[config.mk]
export PLATFORM = sky130hd
export DESIGN_NAME = gpt_timer
export DESIGN_NICKNAME = d
export VERILOG_FILES = /design/src/hw/gpt_pkg.sv /design/src/hw/gpt_cap_if.sv /design/src/hw/gpt_capture.sv /design/src/hw/gpt_timer.sv
export SDC_FILE = /design/constraint.sdc
export NUM_CORES = 1
export LEC_CHECK = 0
export BUFFER_PORTS_ARGS = -buffer_cell sky130_fd_sc_hd__buf_2
export CORE_MARGIN = 10
export CORE_UTILIZATION = 60
export DETAILED_ROUTE_END_ITERATION = 6
export GPL_ROUTABILITY_DRIVEN = 0
export PLACE_DENSITY = 0.77
export SKIP_LAST_GASP = 1
export SYNTH_ARGS = -nofsm -noshare
export SYNTH_HDL_FRONTEND = slang
export SYNTH_SLANG_ARGS = --single-unit
export TNS_END_PERCENT = 100
[constraint.sdc]
create_clock -name ref_clk_in -period 4.3 [get_ports ref_clk_in]
set_input_delay 0.86 -clock ref_clk_in [delete_from_list [all_inputs] [get_ports ref_clk_in]]
set_output_delay 0.86 -clock ref_clk_in [all_outputs]
set_load 0.01 [all_outputs]
[src/hw/gpt_pkg.sv]
// Constants, register map and types of the general purpose timer.
// Assumes an APB slave with 32-bit data and byte addresses.
package gpt_pkg;
    // ==========================================================
    // Sizes
    localparam int unsigned GPT_NUM_MATCH = 4;
    localparam int unsigned GPT_NUM_CAP = 3;
    localparam int unsigned GPT_AW = 8;
    // ==========================================================
    // Register byte offsets
    localparam logic [7:0] GPT_OFS_STATUS = 8'h00;
    localparam logic [7:0] GPT_OFS_MASK = 8'h04;
    localparam logic [7:0] GPT_OFS_CTRL = 8'h08;
    localparam logic [7:0] GPT_OFS_COUNT = 8'h0c;
    localparam logic [7:0] GPT_OFS_PRE_LIMIT = 8'h10;
    localparam logic [7:0] GPT_OFS_PRE_COUNT = 8'h14;
    localparam logic [7:0] GPT_OFS_MATCH_CTL = 8'h18;
    localparam logic [7:0] GPT_OFS_CAP_CTL = 8'h1c;
    localparam logic [7:0] GPT_OFS_OUT_CTL = 8'h20;
    localparam logic [7:0] GPT_OFS_MODE = 8'h24;
    localparam logic [7:0] GPT_OFS_PWM = 8'h28;
    localparam logic [7:0] GPT_OFS_MATCH0 = 8'h2c;
    localparam logic [7:0] GPT_OFS_CAP0 = 8'h40;
    // ==========================================================
    // Field positions
    localparam int unsigned GPT_CTRL_EN_BIT = 0;
    localparam int unsigned GPT_CTRL_HOLD_BIT = 1;
    localparam int unsigned GPT_MCTL_W = 3;
    localparam int unsigned GPT_MCTL_INT = 0;
    localparam int unsigned GPT_MCTL_RST = 1;
    localparam int unsigned GPT_MCTL_STOP = 2;
    localparam int unsigned GPT_CCTL_W = 3;
    localparam int unsigned GPT_CCTL_RISE = 0;
    localparam int unsigned GPT_CCTL_FALL = 1;
    localparam int unsigned GPT_CCTL_INT = 2;
    localparam int unsigned GPT_OCTL_ACT_LSB = 4;
    localparam int unsigned GPT_MODE_CLR_EN_BIT = 4;
    localparam int unsigned GPT_MODE_CLR_SEL_LSB = 5;
    localparam int unsigned GPT_MODE_CLR_FALL_BIT = 7;
    localparam int unsigned GPT_STAT_CAP_LSB = 4;
    // ==========================================================
    // Reset values
    localparam logic [31:0] GPT_RST_WORD = 32'h0000_0000;
    localparam logic [31:0] GPT_RST_MATCH = 32'hffff_ffff;
    // ==========================================================
    // Types
    typedef enum logic [1:0] {
        GPT_SRC_SYSCLK,
        GPT_SRC_EXT_RISE,
        GPT_SRC_EXT_FALL,
        GPT_SRC_EXT_BOTH
    } gpt_src_t;
    typedef enum logic [1:0] {
        GPT_ACT_NONE,
        GPT_ACT_LOW,
        GPT_ACT_HIGH,
        GPT_ACT_TOGGLE
    } gpt_act_t;
endpackage

[src/hw/gpt_cap_if.sv]
// Carrier between the timer core and its capture channels.
// Assumes both ends run on the same clock.
`timescale 1ns/1ns
interface gpt_cap_if #(
    parameter int unsigned N = 3
);
    logic [N-1:0] pin;
    logic [31:0] count;
    logic [N-1:0] rise_en;
    logic [N-1:0] fall_en;
    logic [N-1:0] evt;
    logic [N-1:0] rise_seen;
    logic [N-1:0] fall_seen;
    logic [31:0] value [N];
    modport core (output pin, count, rise_en, fall_en, input evt, rise_seen, fall_seen, value);
    modport chan (input pin, count, rise_en, fall_en, output evt, rise_seen, fall_seen, value);
endinterface

[src/hw/gpt_capture.sv]
// Capture channels: edge detection and snapshot registers.
// Assumes capture pins are synchronous to ref_clk_in.
`timescale 1ns/1ns
module gpt_capture #(
    parameter int unsigned N = 3
) (
    input wire logic ref_clk_in,
    input wire logic rstn_in,
    gpt_cap_if.chan cap
);
    import gpt_pkg::*;
    logic [N-1:0] prev_r;

    always_ff @(posedge ref_clk_in or negedge rstn_in) begin
        if (!rstn_in) begin
            prev_r <= '0;
        end else begin
            prev_r <= cap.pin;
        end
    end

    always_comb begin
        cap.rise_seen = cap.pin & ~prev_r;
        cap.fall_seen = ~cap.pin & prev_r;
        cap.evt = (cap.rise_seen & cap.rise_en) | (cap.fall_seen & cap.fall_en);
    end

    // ==========================================================
    // Snapshot registers
    for (genvar j = 0; j < N; j++) begin : g_cap
        always_ff @(posedge ref_clk_in or negedge rstn_in) begin
            if (!rstn_in) begin
                cap.value[j] <= GPT_RST_WORD;
            end else if (cap.evt[j]) begin
                cap.value[j] <= cap.count;
            end
        end
    end
endmodule

[src/hw/gpt_timer.sv]
// Top of the general purpose timer: APB registers, prescaler, counter,
// match logic, match outputs and interrupt.
// Assumes a zero-wait APB master and pins synchronous to ref_clk_in.
`timescale 1ns/1ns
module gpt_timer #(
    parameter int unsigned NUM_MATCH = 4,
    parameter int unsigned NUM_CAP = 3
) (
    input wire logic ref_clk_in,
    input wire logic rstn_in,
    input wire logic psel_in,
    input wire logic penable_in,
    input wire logic pwrite_in,
    input wire logic [gpt_pkg::GPT_AW-1:0] paddr_in,
    input wire logic [31:0] pwdata_in,
    output logic [31:0] prdata_out,
    output logic pready_out,
    output logic pslverr_out,
    input wire logic count_clock_in,
    input wire logic [NUM_CAP-1:0] capture_input_in,
    output logic [NUM_MATCH-1:0] match_output_out,
    output logic irq_out
);
    import gpt_pkg::*;

    localparam int unsigned STAT_W = GPT_STAT_CAP_LSB + NUM_CAP;

    // ==========================================================
    // Registers
    logic [STAT_W-1:0] status_r;
    logic [STAT_W-1:0] mask_r;
    logic en_r;
    logic hold_r;
    logic [31:0] tc_r;
    logic [31:0] pr_r;
    logic [31:0] pc_r;
    logic [NUM_MATCH*GPT_MCTL_W-1:0] mctl_r;
    logic [NUM_CAP*GPT_CCTL_W-1:0] cctl_r;
    logic [NUM_MATCH-1:0] out_r;
    logic [NUM_MATCH-1:0] out_nxt;
    logic [2*NUM_MATCH-1:0] act_r;
    logic [7:0] mode_r;
    logic [NUM_MATCH-1:0] pwm_r;
    logic [31:0] mr_sh_r [NUM_MATCH];
    logic [31:0] mr_act_r [NUM_MATCH];
    logic [31:0] prdata_r;
    logic ext_prev_r;

    gpt_cap_if #(.N(NUM_CAP)) cap_bus ();

    gpt_capture #(.N(NUM_CAP)) u_capture (
        .ref_clk_in(ref_clk_in),
        .rstn_in(rstn_in),
        .cap(cap_bus)
    );

    // ==========================================================
    // APB decode
    logic wr_en;
    logic rd_setup;
    logic mapped;
    logic [GPT_AW-1:0] a;
    logic [31:0] rd_nxt;

    assign a = paddr_in;
    assign wr_en = psel_in && penable_in && pwrite_in && mapped;
    assign rd_setup = psel_in && !penable_in;
    assign pready_out = 1'b1;
    assign pslverr_out = psel_in && penable_in && !mapped;

    always_comb begin
        mapped = (a[1:0] == 2'b00) && (a <= GPT_OFS_CAP0 + GPT_AW'(4 * (NUM_CAP - 1)));
        rd_nxt = GPT_RST_WORD;
        unique case (a)
            GPT_OFS_STATUS: rd_nxt = 32'(status_r);
            GPT_OFS_MASK: rd_nxt = 32'(mask_r);
            GPT_OFS_CTRL: rd_nxt = {30'h0, hold_r, en_r};
            GPT_OFS_COUNT: rd_nxt = tc_r;
            GPT_OFS_PRE_LIMIT: rd_nxt = pr_r;
            GPT_OFS_PRE_COUNT: rd_nxt = pc_r;
            GPT_OFS_MATCH_CTL: rd_nxt = 32'(mctl_r);
            GPT_OFS_CAP_CTL: rd_nxt = 32'(cctl_r);
            GPT_OFS_OUT_CTL: rd_nxt = 32'({act_r, out_r});
            GPT_OFS_MODE: rd_nxt = 32'(mode_r);
            GPT_OFS_PWM: rd_nxt = 32'(pwm_r);
            default: begin
                for (int i = 0; i < NUM_MATCH; i++) begin
                    if (a == GPT_OFS_MATCH0 + GPT_AW'(4 * i)) begin
                        rd_nxt = mr_sh_r[i];
                    end
                end
                for (int j = 0; j < NUM_CAP; j++) begin
                    if (a == GPT_OFS_CAP0 + GPT_AW'(4 * j)) begin
                        rd_nxt = cap_bus.value[j];
                    end
                end
            end
        endcase
    end

    // Read data is latched in the setup cycle so it comes from a flip-flop
    // without adding a wait state.
    always_ff @(posedge ref_clk_in or negedge rstn_in) begin
        if (!rstn_in) begin
            prdata_r <= GPT_RST_WORD;
        end else if (rd_setup) begin
            prdata_r <= rd_nxt;
        end
    end
    assign prdata_out = prdata_r;

    // ==========================================================
    // Count source and prescaler
    logic run;
    logic src_tick;
    logic cnt_tick;
    logic wrap;
    logic ctrl_wr;
    logic tc_wr;
    gpt_src_t src;

    assign src = gpt_src_t'(mode_r[1:0]);
    assign run = en_r && !hold_r;
    assign ctrl_wr = wr_en && (a == GPT_OFS_CTRL);
    assign tc_wr = wr_en && (a == GPT_OFS_COUNT);

    always_comb begin
        unique case (src)
            GPT_SRC_SYSCLK: src_tick = 1'b1;
            GPT_SRC_EXT_RISE: src_tick = count_clock_in && !ext_prev_r;
            GPT_SRC_EXT_FALL: src_tick = !count_clock_in && ext_prev_r;
            GPT_SRC_EXT_BOTH: src_tick = count_clock_in != ext_prev_r;
        endcase
    end

    assign cnt_tick = run && src_tick;
    assign wrap = cnt_tick && (pc_r == pr_r);

    always_ff @(posedge ref_clk_in or negedge rstn_in) begin
        if (!rstn_in) begin
            ext_prev_r <= 1'b0;
        end else begin
            ext_prev_r <= count_clock_in;
        end
    end

    // ==========================================================
    // Match and capture-clear events
    logic [NUM_MATCH-1:0] hit;
    logic [NUM_MATCH-1:0] hit_rst;
    logic [NUM_MATCH-1:0] hit_stop;
    logic any_rst;
    logic any_stop;
    logic cap_clear;
    logic period_start;
    logic [1:0] clr_sel;

    for (genvar i = 0; i < NUM_MATCH; i++) begin : g_match
        assign hit[i] = wrap && (tc_r == mr_act_r[i]);
        assign hit_rst[i] = hit[i] && mctl_r[i*GPT_MCTL_W+GPT_MCTL_RST];
        assign hit_stop[i] = hit[i] && mctl_r[i*GPT_MCTL_W+GPT_MCTL_STOP];
    end
    assign any_rst = |hit_rst;
    assign any_stop = |hit_stop;
    assign period_start = wrap && any_rst;

    assign clr_sel = mode_r[GPT_MODE_CLR_SEL_LSB+:2];
    always_comb begin
        cap_clear = 1'b0;
        if (mode_r[GPT_MODE_CLR_EN_BIT] && 32'(clr_sel) < NUM_CAP) begin
            cap_clear = mode_r[GPT_MODE_CLR_FALL_BIT] ? cap_bus.fall_seen[clr_sel]
                                                      : cap_bus.rise_seen[clr_sel];
        end
    end

    // ==========================================================
    // Counter, prescale counter and control
    always_ff @(posedge ref_clk_in or negedge rstn_in) begin
        if (!rstn_in) begin
            tc_r <= GPT_RST_WORD;
        end else if (hold_r || cap_clear) begin
            tc_r <= GPT_RST_WORD;
        end else if (tc_wr) begin
            tc_r <= pwdata_in;
        end else if (wrap) begin
            if (any_rst) begin
                tc_r <= GPT_RST_WORD;
            end else if (!any_stop) begin
                tc_r <= tc_r + 32'h1;
            end
        end
    end

    always_ff @(posedge ref_clk_in or negedge rstn_in) begin
        if (!rstn_in) begin
            pc_r <= GPT_RST_WORD;
        end else if (hold_r || cap_clear || wrap) begin
            pc_r <= GPT_RST_WORD;
        end else if (cnt_tick) begin
            pc_r <= pc_r + 32'h1;
        end
    end

    always_ff @(posedge ref_clk_in or negedge rstn_in) begin
        if (!rstn_in) begin
            en_r <= 1'b0;
            hold_r <= 1'b0;
        end else begin
            if (ctrl_wr) begin
                hold_r <= pwdata_in[GPT_CTRL_HOLD_BIT];
            end
            if (wrap && any_stop) begin
                en_r <= 1'b0;
            end else if (ctrl_wr) begin
                en_r <= pwdata_in[GPT_CTRL_EN_BIT];
            end
        end
    end

    // ==========================================================
    // Configuration registers
    always_ff @(posedge ref_clk_in or negedge rstn_in) begin
        if (!rstn_in) begin
            mask_r <= '0;
            pr_r <= GPT_RST_WORD;
            mctl_r <= '0;
            cctl_r <= '0;
            act_r <= '0;
            mode_r <= '0;
            pwm_r <= '0;
        end else if (wr_en) begin
            unique case (a)
                GPT_OFS_MASK: mask_r <= pwdata_in[STAT_W-1:0];
                GPT_OFS_PRE_LIMIT: pr_r <= pwdata_in;
                GPT_OFS_MATCH_CTL: mctl_r <= pwdata_in[NUM_MATCH*GPT_MCTL_W-1:0];
                GPT_OFS_CAP_CTL: cctl_r <= pwdata_in[NUM_CAP*GPT_CCTL_W-1:0];
                GPT_OFS_OUT_CTL: act_r <= pwdata_in[GPT_OCTL_ACT_LSB+:2*NUM_MATCH];
                GPT_OFS_MODE: mode_r <= pwdata_in[7:0];
                GPT_OFS_PWM: pwm_r <= pwdata_in[NUM_MATCH-1:0];
                default: ;
            endcase
        end
    end

    // ==========================================================
    // Match registers with shadows
    // While running, a new value waits in the shadow until the next period
    // starts, so a PWM edge is never moved mid-period.
    for (genvar i = 0; i < NUM_MATCH; i++) begin : g_mr
        always_ff @(posedge ref_clk_in or negedge rstn_in) begin
            if (!rstn_in) begin
                mr_sh_r[i] <= GPT_RST_MATCH;
            end else if (wr_en && a == GPT_OFS_MATCH0 + GPT_AW'(4 * i)) begin
                mr_sh_r[i] <= pwdata_in;
            end
        end
        always_ff @(posedge ref_clk_in or negedge rstn_in) begin
            if (!rstn_in) begin
                mr_act_r[i] <= GPT_RST_MATCH;
            end else if (period_start || !run) begin
                mr_act_r[i] <= mr_sh_r[i];
            end
        end
    end

    // ==========================================================
    // Match outputs
    for (genvar i = 0; i < NUM_MATCH; i++) begin : g_out
        gpt_act_t act;
        assign act = gpt_act_t'(act_r[2*i+:2]);
        always_comb begin
            out_nxt[i] = out_r[i];
            if (wr_en && a == GPT_OFS_OUT_CTL) begin
                out_nxt[i] = pwdata_in[i];
            end
            if (pwm_r[i]) begin
                if (hit[i]) begin
                    out_nxt[i] = 1'b1;
                end else if (period_start) begin
                    out_nxt[i] = 1'b0;
                end
            end else if (hit[i]) begin
                unique case (act)
                    GPT_ACT_NONE: ;
                    GPT_ACT_LOW: out_nxt[i] = 1'b0;
                    GPT_ACT_HIGH: out_nxt[i] = 1'b1;
                    GPT_ACT_TOGGLE: out_nxt[i] = !out_r[i];
                endcase
            end
        end
    end

    always_ff @(posedge ref_clk_in or negedge rstn_in) begin
        if (!rstn_in) begin
            out_r <= '0;
        end else begin
            out_r <= out_nxt;
        end
    end
    assign match_output_out = out_r;

    // ==========================================================
    // Captures and interrupt
    assign cap_bus.pin = capture_input_in;
    assign cap_bus.count = tc_r;
    for (genvar j = 0; j < NUM_CAP; j++) begin : g_cctl
        assign cap_bus.rise_en[j] = cctl_r[j*GPT_CCTL_W+GPT_CCTL_RISE];
        assign cap_bus.fall_en[j] = cctl_r[j*GPT_CCTL_W+GPT_CCTL_FALL];
    end

    logic [STAT_W-1:0] stat_set;
    logic [STAT_W-1:0] stat_clr;
    always_comb begin
        stat_set = '0;
        for (int i = 0; i < NUM_MATCH; i++) begin
            stat_set[i] = hit[i] && mctl_r[i*GPT_MCTL_W+GPT_MCTL_INT];
        end
        for (int j = 0; j < NUM_CAP; j++) begin
            stat_set[GPT_STAT_CAP_LSB+j] = cap_bus.evt[j] && cctl_r[j*GPT_CCTL_W+GPT_CCTL_INT];
        end
        stat_clr = (wr_en && a == GPT_OFS_STATUS) ? pwdata_in[STAT_W-1:0] : '0;
    end

    // A new event wins over a clear written in the same cycle.
    always_ff @(posedge ref_clk_in or negedge rstn_in) begin
        if (!rstn_in) begin
            status_r <= '0;
        end else begin
            status_r <= (status_r & ~stat_clr) | stat_set;
        end
    end
    assign irq_out = |(status_r & mask_r);
endmodule

Word level (Yosys, flattened, before mapping)
Index checks and enable logic that the tools add are counted.

storage, ports and cells
  flip-flop bits (word level) = 545
  input port bits = 49
  logic and storage cells = 202

cells by class
  add/sub/neg operators = 2
  $lt $le $gt $ge = 3
  equal/unequal tests = 39
  mux-type cells = 49
  bitwise gates (word level) = 11
  reductions and logical operators = 71

operators by type and width
  operator               count
  $mux 32                14
  $pmux 32 s11           1
  $eq 32x32->1           5
  $add 32x1->32 const B  2
  $eq 8x6->1 const B     7
  $logic_and 1x1->1      41
  $eq 8x5->1 const B     4
  $mux 1                 26
  $eq 8x7->1 const B     3
  $eq 2x2->1 const B     10
  $eq 8x4->1 const B     2
  $reduce_and 2->1       8
  $and 7x7->7            2
  $and 3x3->3            4
  $pmux 1 s3             4
  $eq 2x1->1 const B     5
  $logic_not 1->1        10
  $eq 8x3->1 const B     1
  $le 8x7->1 const B     1
  $logic_not 8->1        1
  $reduce_or 4->1        2
  $mux 7                 1
  $not 7->7              1
  $or 7x7->7             1
  13 further kinds       19

Logic depth before layout (Yosys ltp)
Gate-level depths: netlist of the first run.

  word-level depth = 13
  depth in mapped cells = 12
  mapped depth without buffers = 10

Cells and area by module
From an unflattened synthesis of the first run, not the netlist that was laid out.

second synthesis, totals
  cells, all modules = 2683
  area, all modules = 29552.1 µm²

by module, submodules not included
  module       instances  cells an instance  area each (µm²)  seq. area each (µm²)
  gpt_timer    1          1890               22527.9          11481.0
  gpt_capture  1          793                7024.2           2477.4

Least setup slack after synthesis of the first run
Ideal clock, no wire load.

  path type = input to register
  start = input port count_clock_in
  end = register tc_r[31], in the netlist cap_bus.count[31]
  setup time = 0.126 ns
  arrival = 3.001 ns
  required time = 4.174 ns
  path slack = 1.173 ns
  cell stages on the path = 10
  buffers on the path = 0
  cells stage by stage = inv_1 -> ha_1 -> and2_0 -> o21ai_0 -> nand2_1 -> o31ai_2 -> inv_1 -> a31oi_1 -> nor2_1 -> a221o_1

on the way
  word-level cells in the longest chain between the ends = 12
  elaborated cells between the ends (all ways) = 28
  classes of those cells = eq/ne (2); mux (5); reduce/logical (21)

ends and longest elaborated chain
  what                  RTL line          source
  start, declared       gpt_timer.sv:19   input wire logic count_clock_in,
  $logic_not 1->1       gpt_timer.sv:131  GPT_SRC_EXT_FALL: src_tick = !count_clock_in && ext_prev_r;
  $logic_and 1x1->1     gpt_timer.sv:131
  $pmux 1 s4 *          gpt_timer.sv:128  unique case (src)
  $logic_and 1x1->1 *   gpt_timer.sv:136  assign cnt_tick = run && src_tick;
  $logic_and 1x1->1 *   gpt_timer.sv:137  assign wrap = cnt_tick && (pc_r == pr_r);
  $logic_and 1x1->1     gpt_timer.sv:159  assign hit[i] = wrap && (tc_r == mr_act_r[i]);
  $logic_and 1x1->1     gpt_timer.sv:160  assign hit_rst[i] = hit[i] && mctl_r[i*GPT_MCTL_W+GPT_MCTL_RST];
  $reduce_or 4->1       gpt_timer.sv:163  assign any_rst = |hit_rst;
  $mux 32               gpt_timer.sv:186  if (any_rst) begin
  $mux 32               gpt_timer.sv:185  end else if (wrap) begin
  $mux 32               gpt_timer.sv:183  end else if (tc_wr) begin
  $mux 32               gpt_timer.sv:181  end else if (hold_r || cap_clear) begin
  end signal, assigned  gpt_timer.sv:184  tc_r <= pwdata_in;
  end signal, assigned  gpt_timer.sv:189  tc_r <= tc_r + 32'h1;
  end, declared         gpt_timer.sv:34   logic [31:0] tc_r;

Every way passes the cells marked *; elsewhere a longest branch is shown, timed or not. The select of a mux whose other input is x is not followed.
A chain may end at the register's enable or synchronous reset.

Worst setup path after layout of the first run
  start = register tc_r[23], in the netlist cap_bus.count[23]
  end = register mr_act_r[23] (netlist name)

on the way
  word-level cells in the longest chain between the ends = 6
  elaborated cells between the ends (all ways) = 15
  classes of those cells = eq/ne (4); reduce/logical (11)

ends and longest elaborated chain
  what                           RTL line          source
  $eq 32x32->1                   gpt_timer.sv:159
  $logic_and 1x1->1              gpt_timer.sv:159
  $logic_and 1x1->1              gpt_timer.sv:160
  $reduce_or 4->1 *              gpt_timer.sv:163
  $logic_and 1x1->1 *            gpt_timer.sv:165  assign period_start = wrap && any_rst;
  $logic_or 1x1->1 *             gpt_timer.sv:260  end else if (period_start || !run) begin
  end signal, assigned by index  gpt_timer.sv:261  mr_act_r[i] <= mr_sh_r[i];
  end, declared                  gpt_timer.sv:45   logic [31:0] mr_act_r [NUM_MATCH];

Every way passes the cells marked *; elsewhere a longest branch is shown, timed or not.

==> results of run 1 <==
-- report_power, final --
| group | internal [mW] | total [mW] | switching (mW) |
|---|---|---|---|
| logic | 0.137 | 0.483 | 0.346 |
| registers | 5.19 | 5.26 | 0.0727 |
| clock network | 2.69 | 4.77 | 2.07 |
| total | 8.02 | 10.5 | 2.49 |
-- state kept, by name (all words and copies together) (netlist names), 3 cells and up --
register	count
act_r	8
pr_r	32
pc_r	32
mctl_r	12
status_r	7
pwm_r	4
mr_sh_r	128
match_output_out	4
mode_r	8
mr_act_r	128
prdata_out	32
cap_bus.count	32
u_capture.cap.value	96
u_capture.prev_r	3
cctl_r	9
mask_r	7
-- area by class of cell --
| cell class | count | area (um^2) | area share [%] |
|---|---|---|---|
| well taps | 592 | 740.7 | 2.488 |
| clock buffers | 91 | 1662 | 5.581 |
| clock inverters | 13 | 105.1 | 0.3530 |
| multi-input cells | 1494 | 12130 | 40.74 |
| repair buffers | 160 | 1109 | 3.723 |
| flip-flops and latches | 545 | 13960 | 46.88 |
| diodes | 2 | 5.005 | 0.01681 |
| inverters | 17 | 63.81 | 0.2143 |
-- metal layers --
metal / part of all wire, % / GRT usage, % / up-vias
li1: - / - / 8221
met1: 39 / 44.17 / 10200
met4: 6.8 / 19.67 / 4
met5: 0.024 / 0 / -
met2: 43 / 48.26 / 1402
met3: 11 / 6.647 / 333
-- critical path, cell delays in order (launching register included) --
cell and delay [ns]:
dfrtp_1 0.60, xnor2_1 0.45, nand4_1 0.26, nor4_2 0.63, nand2_1 0.26, o2111ai_1 0.57, a21oi_4 0.16, buf_12 0.23
mux2_2 0.36
-- path summary, 6_finish.rpt --
kind | start | to
max | cap_bus.count[23]$_DFFE_PN0P_ | mr_act_r[23]$_DFFE_PN1P_
min | rstn_in | u_capture.cap.value[19]$_DFFE_PN0N_
max reg2reg | cap_bus.count[23]$_DFFE_PN0P_ | mr_act_r[23]$_DFFE_PN1P_
min reg2reg | prdata_out[1]$_DFFE_PN0P_ | prdata_out[1]$_DFFE_PN0P_
max in group asynchronous | rstn_in | mr_sh_r[65]$_DFFE_PN1P_
min in group ref_clk_in | capture_input_in[0] | u_capture.prev_r[0]$_DFF_PN0_
-- cell usage in the layout, fill, tap and decap left out, types with 19 or more instances in the layout --
cell type / synthesis / layout
buf_2: 35 / 85
o21ai_0: 41 / 41
dfrtp_1: 289 / 289
a22oi_1: 58 / 58
nand3_1: 47 / 47
dfstp_2: 256 / 256
xor2_1: 50 / 50
mux2_2: 435 / 435
nor4_1: 20 / 19
and3_1: 34 / 34
nor2_1: 126 / 123
buf_4: 3 / 65
a221oi_1: 29 / 29
clkbuf_16: 0 / 55
xnor2_1: 135 / 135
nand2_1: 114 / 110
nand4_1: 49 / 49
clkbuf_1: 92 / 21
a31oi_1: 20 / 20
a21oi_1: 50 / 49
mux2i_1: 37 / 37
a222oi_1: 31 / 31
-- through the flow --
step	utilization, %	worst slack (ns)	hold WS [ns]	instance area [um^2]
floorplan	-	1.173	0.4678	26710
global placement	63.46	0.6658	0.4583	28000
detailed placement	63.46	0.5917	0.4630	28000
CTS	67.46	0.8756	0.3593	29770
global route	67.46	0.6216	0.3782	29770
finish	67.47	0.6343	0.3332	29770
-- kinds of logic after synthesis --
family / Yosys count / share of synthesized area (%)
DFF: 545 / 52.25
AOI/OAI and AO/OA: 341 / 9.564
muxes: 473 / 19.81
buffers and inverters: 173 / 2.721
other: 1 / 0.01404
adders and majority gates: 4 / 0.1874
xor gates and xnor gates: 185 / 6.066
and+or+nand+nor: 490 / 9.386
==> impl_metrics.tcl, run 1 <==
set metrics [dict create \
    netlist_area_mm2 0.02671 \
    yosysMostFrequentCell "mux2_2" \
    synth_flop_cell "dfrtp_1" \
    detail-route-antenna-nets 0 \
    first_iter_violations 2815 \
    hp-class "in2async" \
    grt_pass1_wl_um 132200 \
    yosysTopAreaCellShare_pct 27.07 \
    clock_path_buffers 3 \
    overflow 0 \
    hold_violations 0 \
    required_ns 4.84 \
    viasPerCell 6.919 \
    syn_area_per_cell_um2 12.08 \
    fill_cells 3238 \
    drtPass1Iterations 6 \
    synthTopCellsByCount "435 x mux2_2, 289 x dfrtp_1, 256 x dfstp_2" \
    status "finished clean" \
    path_max_fanout 68 \
    synth_cell_type_count 77 \
    ctsHoldBuffers 0 \
    synth-edff-count 0 \
    grt_pass1_vias 20280 \
    grt_usage_pct 32.75 \
    worstMarginPinSlew_ns 1.072 \
    cp-end-kind "flop" \
    tritoncts "built" \
    crit_path_start_kind "flop" \
    slew_viol_final 0 \
    post_cts_buffers 0 \
    finalNonFillerCells 2914 \
    p_total_mw 10.51 \
    numCtsBuffers 55 \
    antenna_found_initial 4 \
    slew_headroom_pct 28.54 \
    leakage_nw 12.91 \
    htree_levels 2 \
    synth_top_cell_by_area "dfrtp_1" \
    cts_sinks 545 \
    setup_viol 0 \
    cap_violations 0 \
    grt_max_degree 113 \
    syn_nets 2265 \
    num_rows 77 \
    start_util_pct 60.54 \
    rsz0062_at_grt "false" \
    syn_inst 2212 \
    power_density_mw_per_mm2 353.1 \
    post-route-period-util_pct 85.25 \
    core-area_mm2 0.04412 \
    crit_type "reg2reg" \
    fin_setup_tns_ns 0 \
    r2r_slack_ns 0.63 \
    remaining_drc_errors 0 \
    ios 88 \
    dp_hpwl_um 60990 \
    yosysWarnings 0 \
    vdd_ir_drop_max_uv 310.7 \
    async_reset_ff_share_pct 100.0 \
    wl_per_cell_um 30.40 \
    cp.arrival_ns 4.20 \
    drive_above_1_share_pct 42.37 \
    syn_to_final_growth_pct 11.45 \
    die_w_um 231 \
    r2r_cells 8 \
    dieArea_mm2 0.05336 \
    synth.area.top_cells "dfrtp_1 27%, dfstp_2 25%, mux2_2 18%, xnor2_1 4.4%, nor2_1 1.8%" \
    placed_cells 2808 \
    clk_latency_ns 0.62 \
    drt-total-wl_um 88580 \
    nNetsFinal 2326 \
    synth_seq_cells 545 \
    finClkSkew_ns 0.01938 \
    fmax_mhz 272.8 \
    cts_resized 0 \
    min_period_ns 3.666 \
    cts.root.buffer_cell "clkbuf_16" \
    clk_pin_slew_ns 0.06 \
    vias 20160 \
    portBuffers 86 \
    seq_area_frac_synth_pct 52.25 \
    fp.dieH_um 231 \
]
Power figures use the tool's default switching activity.
==> inputs of run 2 (changes only) <==
- ABC_AREA: unset -> 1
==> run 2 against run 1 <==
Utilization down 0.52 points. Die area increased by 4.5%. Combinational power up 10%. Final cell count is 44% higher.
==> impl_metrics.tcl, run 2 <==
set metrics [dict create \
    layout_commonest_cell "nand2_1" \
    yosysMostFrequentCell "nand2_1" \
    nNetsFinal 3595 \
    dieArea_mm2 0.05577 \
    drive_above_1_share_pct 16.18 \
    p_total_mw 11.08 \
    viasPerCell 6.112 \
    numCtsBuffers 56 \
    min_period_ns 3.654 \
    worstPathBufferInverterCount 2 \
    yosysTopAreaCellShare_pct 25.80 \
    fmax_mhz 273.7 \
    clk_latency_ns 0.65 \
    vias 25660 \
    cp-end-kind "flop" \
    cp-startpoint "cap_bus.count[30]$_DFFE_PN0P_" \
    synth-edff-count 0 \
    r2r_cells 16 \
    status "finished clean" \
    grt_pass1_wl_um 143600 \
    cp.depth 16 \
    grt_max_degree 117 \
    worstReg2RegStart "cap_bus.count[30]$_DFFE_PN0P_" \
    r2r-end "cap_bus.count[8]$_DFFE_PN0P_" \
    vdd_ir_drop_max_uv 310.3 \
    netlist_area_mm2 0.02803 \
    crit_path_start_kind "flop" \
    syn_nets 3577 \
    critPathMaxStageDelay_ns 0.57 \
    portBuffers 86 \
    first_iter_violations 3462 \
    htree_levels 2 \
    clk_pin_slew_ns 0.07 \
    fin_setup_tns_ns 0 \
    required_ns 4.85 \
    fp.dieH_um 236.2 \
    reg_top3 "mr_act_r x128, mr_sh_r x128, u_capture.cap.value x96" \
    synth_flop_cell "dfrtp_1" \
    critical_path.top_delay_family "simple AND/OR/NAND/NOR gates" \
    hp-class "in2async" \
    cp-endpoint "cap_bus.count[8]$_DFFE_PN0P_" \
    antenna_found_initial 3 \
    drt-total-wl_um 92590 \
    seq_area_frac_synth_pct 49.79 \
    path_max_fanout 43 \
    ios 88 \
    slew_viol_final 0 \
    grt_pass1_vias 24770 \
    core-area_mm2 0.04636 \
    synth_top_cell_by_area "dfrtp_1" \
    synth.area.top_cells "dfrtp_1 26%, dfstp_2 24%, nand2_1 12%, o21ai_0 4.9%, nor2_1 4.8%" \
    cap_violations 0 \
    crit_path_frequent_cell "nand2_1" \
    finClkSkew_ns 0.03534 \
    yosysWarnings 0 \
    power_density_mw_per_mm2 357.0 \
    dp_hpwl_um 65310 \
    die_w_um 236.2 \
    cp.arrival_ns 4.20 \
    cts_resized 0 \
    post-route-period-util_pct 84.97 \
    post_cts_buffers 0 \
    cts.root.buffer_cell "clkbuf_16" \
    ctsHoldBuffers 0 \
    final_cell_mix "916 x nand2_1, 353 x nor2_1, 343 x inv_1" \
    grt_usage_pct 32.58 \
    tritoncts "built" \
    detail-route-antenna-nets 0 \
    worstMarginPinSlew_ns 1.025 \
    fill_cells 3802 \
    crit_type "reg2reg" \
    pre_cts_ws_ns 0.5303 \
    leakage_nw 14.21 \
    remaining_drc_errors 0 \
    synth_seq_cells 545 \
    whs_ns 0.2228 \
    async_reset_ff_share_pct 100.0 \
    rsz0062_at_grt "false" \
    setup_viol 0 \
    r2r_slack_ns 0.65 \
    synthTopCellsByCount "917 x nand2_1, 355 x nor2_1, 343 x inv_1" \
    drtPass1Iterations 7 \
    num_rows 79 \
    path_cells "inv_1 > nand2_1 > nand2_1 > nor2_1 > nand2_1 > nor2_1 > nand2_1 > nor2_1 > nand3_1 > nand2_1 > nor2_4 > buf_4 > nand2_1 > o21ai_0 > nand2_1 > o21ai_1" \
    setup_slack_ns 0.6464 \
    hold_violations 0 \
    wl_per_cell_um 22.06 \
    clock_path_buffers 3 \
    slew_headroom_pct 31.44 \
    start_util_pct 60.47 \
    overflow 0 \
    cts_sinks 545 \
    crit_slowest_cell "dfrtp_1" \
    syn_area_per_cell_um2 7.955 \
    synth_cell_type_count 52 \
    syn_to_final_growth_pct 10.72 \
    syn_inst 3524 \
]
[run 2: cell types whose count changed after synthesis, sizes merged, moves of 162 or more]
cell | before | now
mux2 | 435 | 19
a21oi | 51 | 213
inv | 17 | 385
nor2 | 126 | 369
nand2 | 114 | 922
o21ai | 50 | 338
[run 2: per-stage QoR]
step,cells,instance area (um^2),utilization (%)
after floorplan,3524,28030,-
after global routing,4198,31040,66.95
final,4198,31040,66.95
after CTS,4197,31040,66.95
after detailed placement,4091,29060,62.68
after global placement,4091,29060,62.68
[run 2: report_power, final]
part / total, mW / leakage, nW / switching [mW] / internal (mW)
clock network: 5.20 / 0.968 / 2.16 / 3.04
registers: 5.35 / 6.25 / 0.0872 / 5.27
logic: 0.532 / 6.99 / 0.393 / 0.140
total: 11.1 / 14.2 / 2.64 / 8.44
[run 2: final cells by class]
class | count | area, um^2 | share of cell area (%)
Antenna cell | 1 | 2.502 | 0.008062
Clock buffer | 77 | 1643 | 5.293
Clock inverter | 29 | 337.8 | 1.088
Inverter | 389 | 1460 | 4.704
Multi-Input combinational cell | 2404 | 11820 | 38.09
Sequential cell | 545 | 13960 | 44.97
Tap cell | 607 | 759.5 | 2.447
Timing Repair Buffer | 146 | 1054 | 3.394
[run 2: cells by family after synthesis]
family                   Yosys count  share of synthesized area, %
other                              1                       0.01338
multiplexers                      19                        0.7632
buffers and inverters            575                         8.310
AND/OR/NAND/NOR                 1497                         21.69
adder cells (fa/ha/maj)            4                        0.1785
flip-flops                       545                         49.79
XOR/XNOR                         131                         4.093
AO/OA/AOI/OAI                    752                         15.17
[run 2: worst register-to-register path, delay by kind of cell (launching register included)]
kind                   cells  cell delay [ns]
DFF                        1             0.57
AOI/OAI and AO/OA          2             0.36
buffers and inverters      2             1.01
and+or+nand+nor           12             1.61
[run 2: worst min-delay path by stage]
stage / startpoint / endpoint / slack, ns
after floorplan: mr_sh_r[49]$_DFFE_PN1P_ / mr_act_r[49]$_DFFE_PN1P_ / 0.45
after global placement: mr_sh_r[49]$_DFFE_PN1P_ / mr_act_r[49]$_DFFE_PN1P_ / 0.46
after detailed placement: prdata_out[4]$_DFFE_PN0P_ / prdata_out[4]$_DFFE_PN0P_ / 0.46
after CTS: rstn_in / prdata_out[21]$_DFFE_PN0P_ / 0.24
after global routing: rstn_in / prdata_out[18]$_DFFE_PN0P_ / 0.29
final: rstn_in / u_capture.prev_r[1]$_DFF_PN0_ / 0.22
[run 2: routing by layer]
layer,routed length (um),vias up,global-route usage (%)
li1,-,11440,-
met1,35230,12180,42.27
met2,40180,1676,48.81
met3,11570,353,8.694
met4,5572,4,18.22
met5,32,-,0
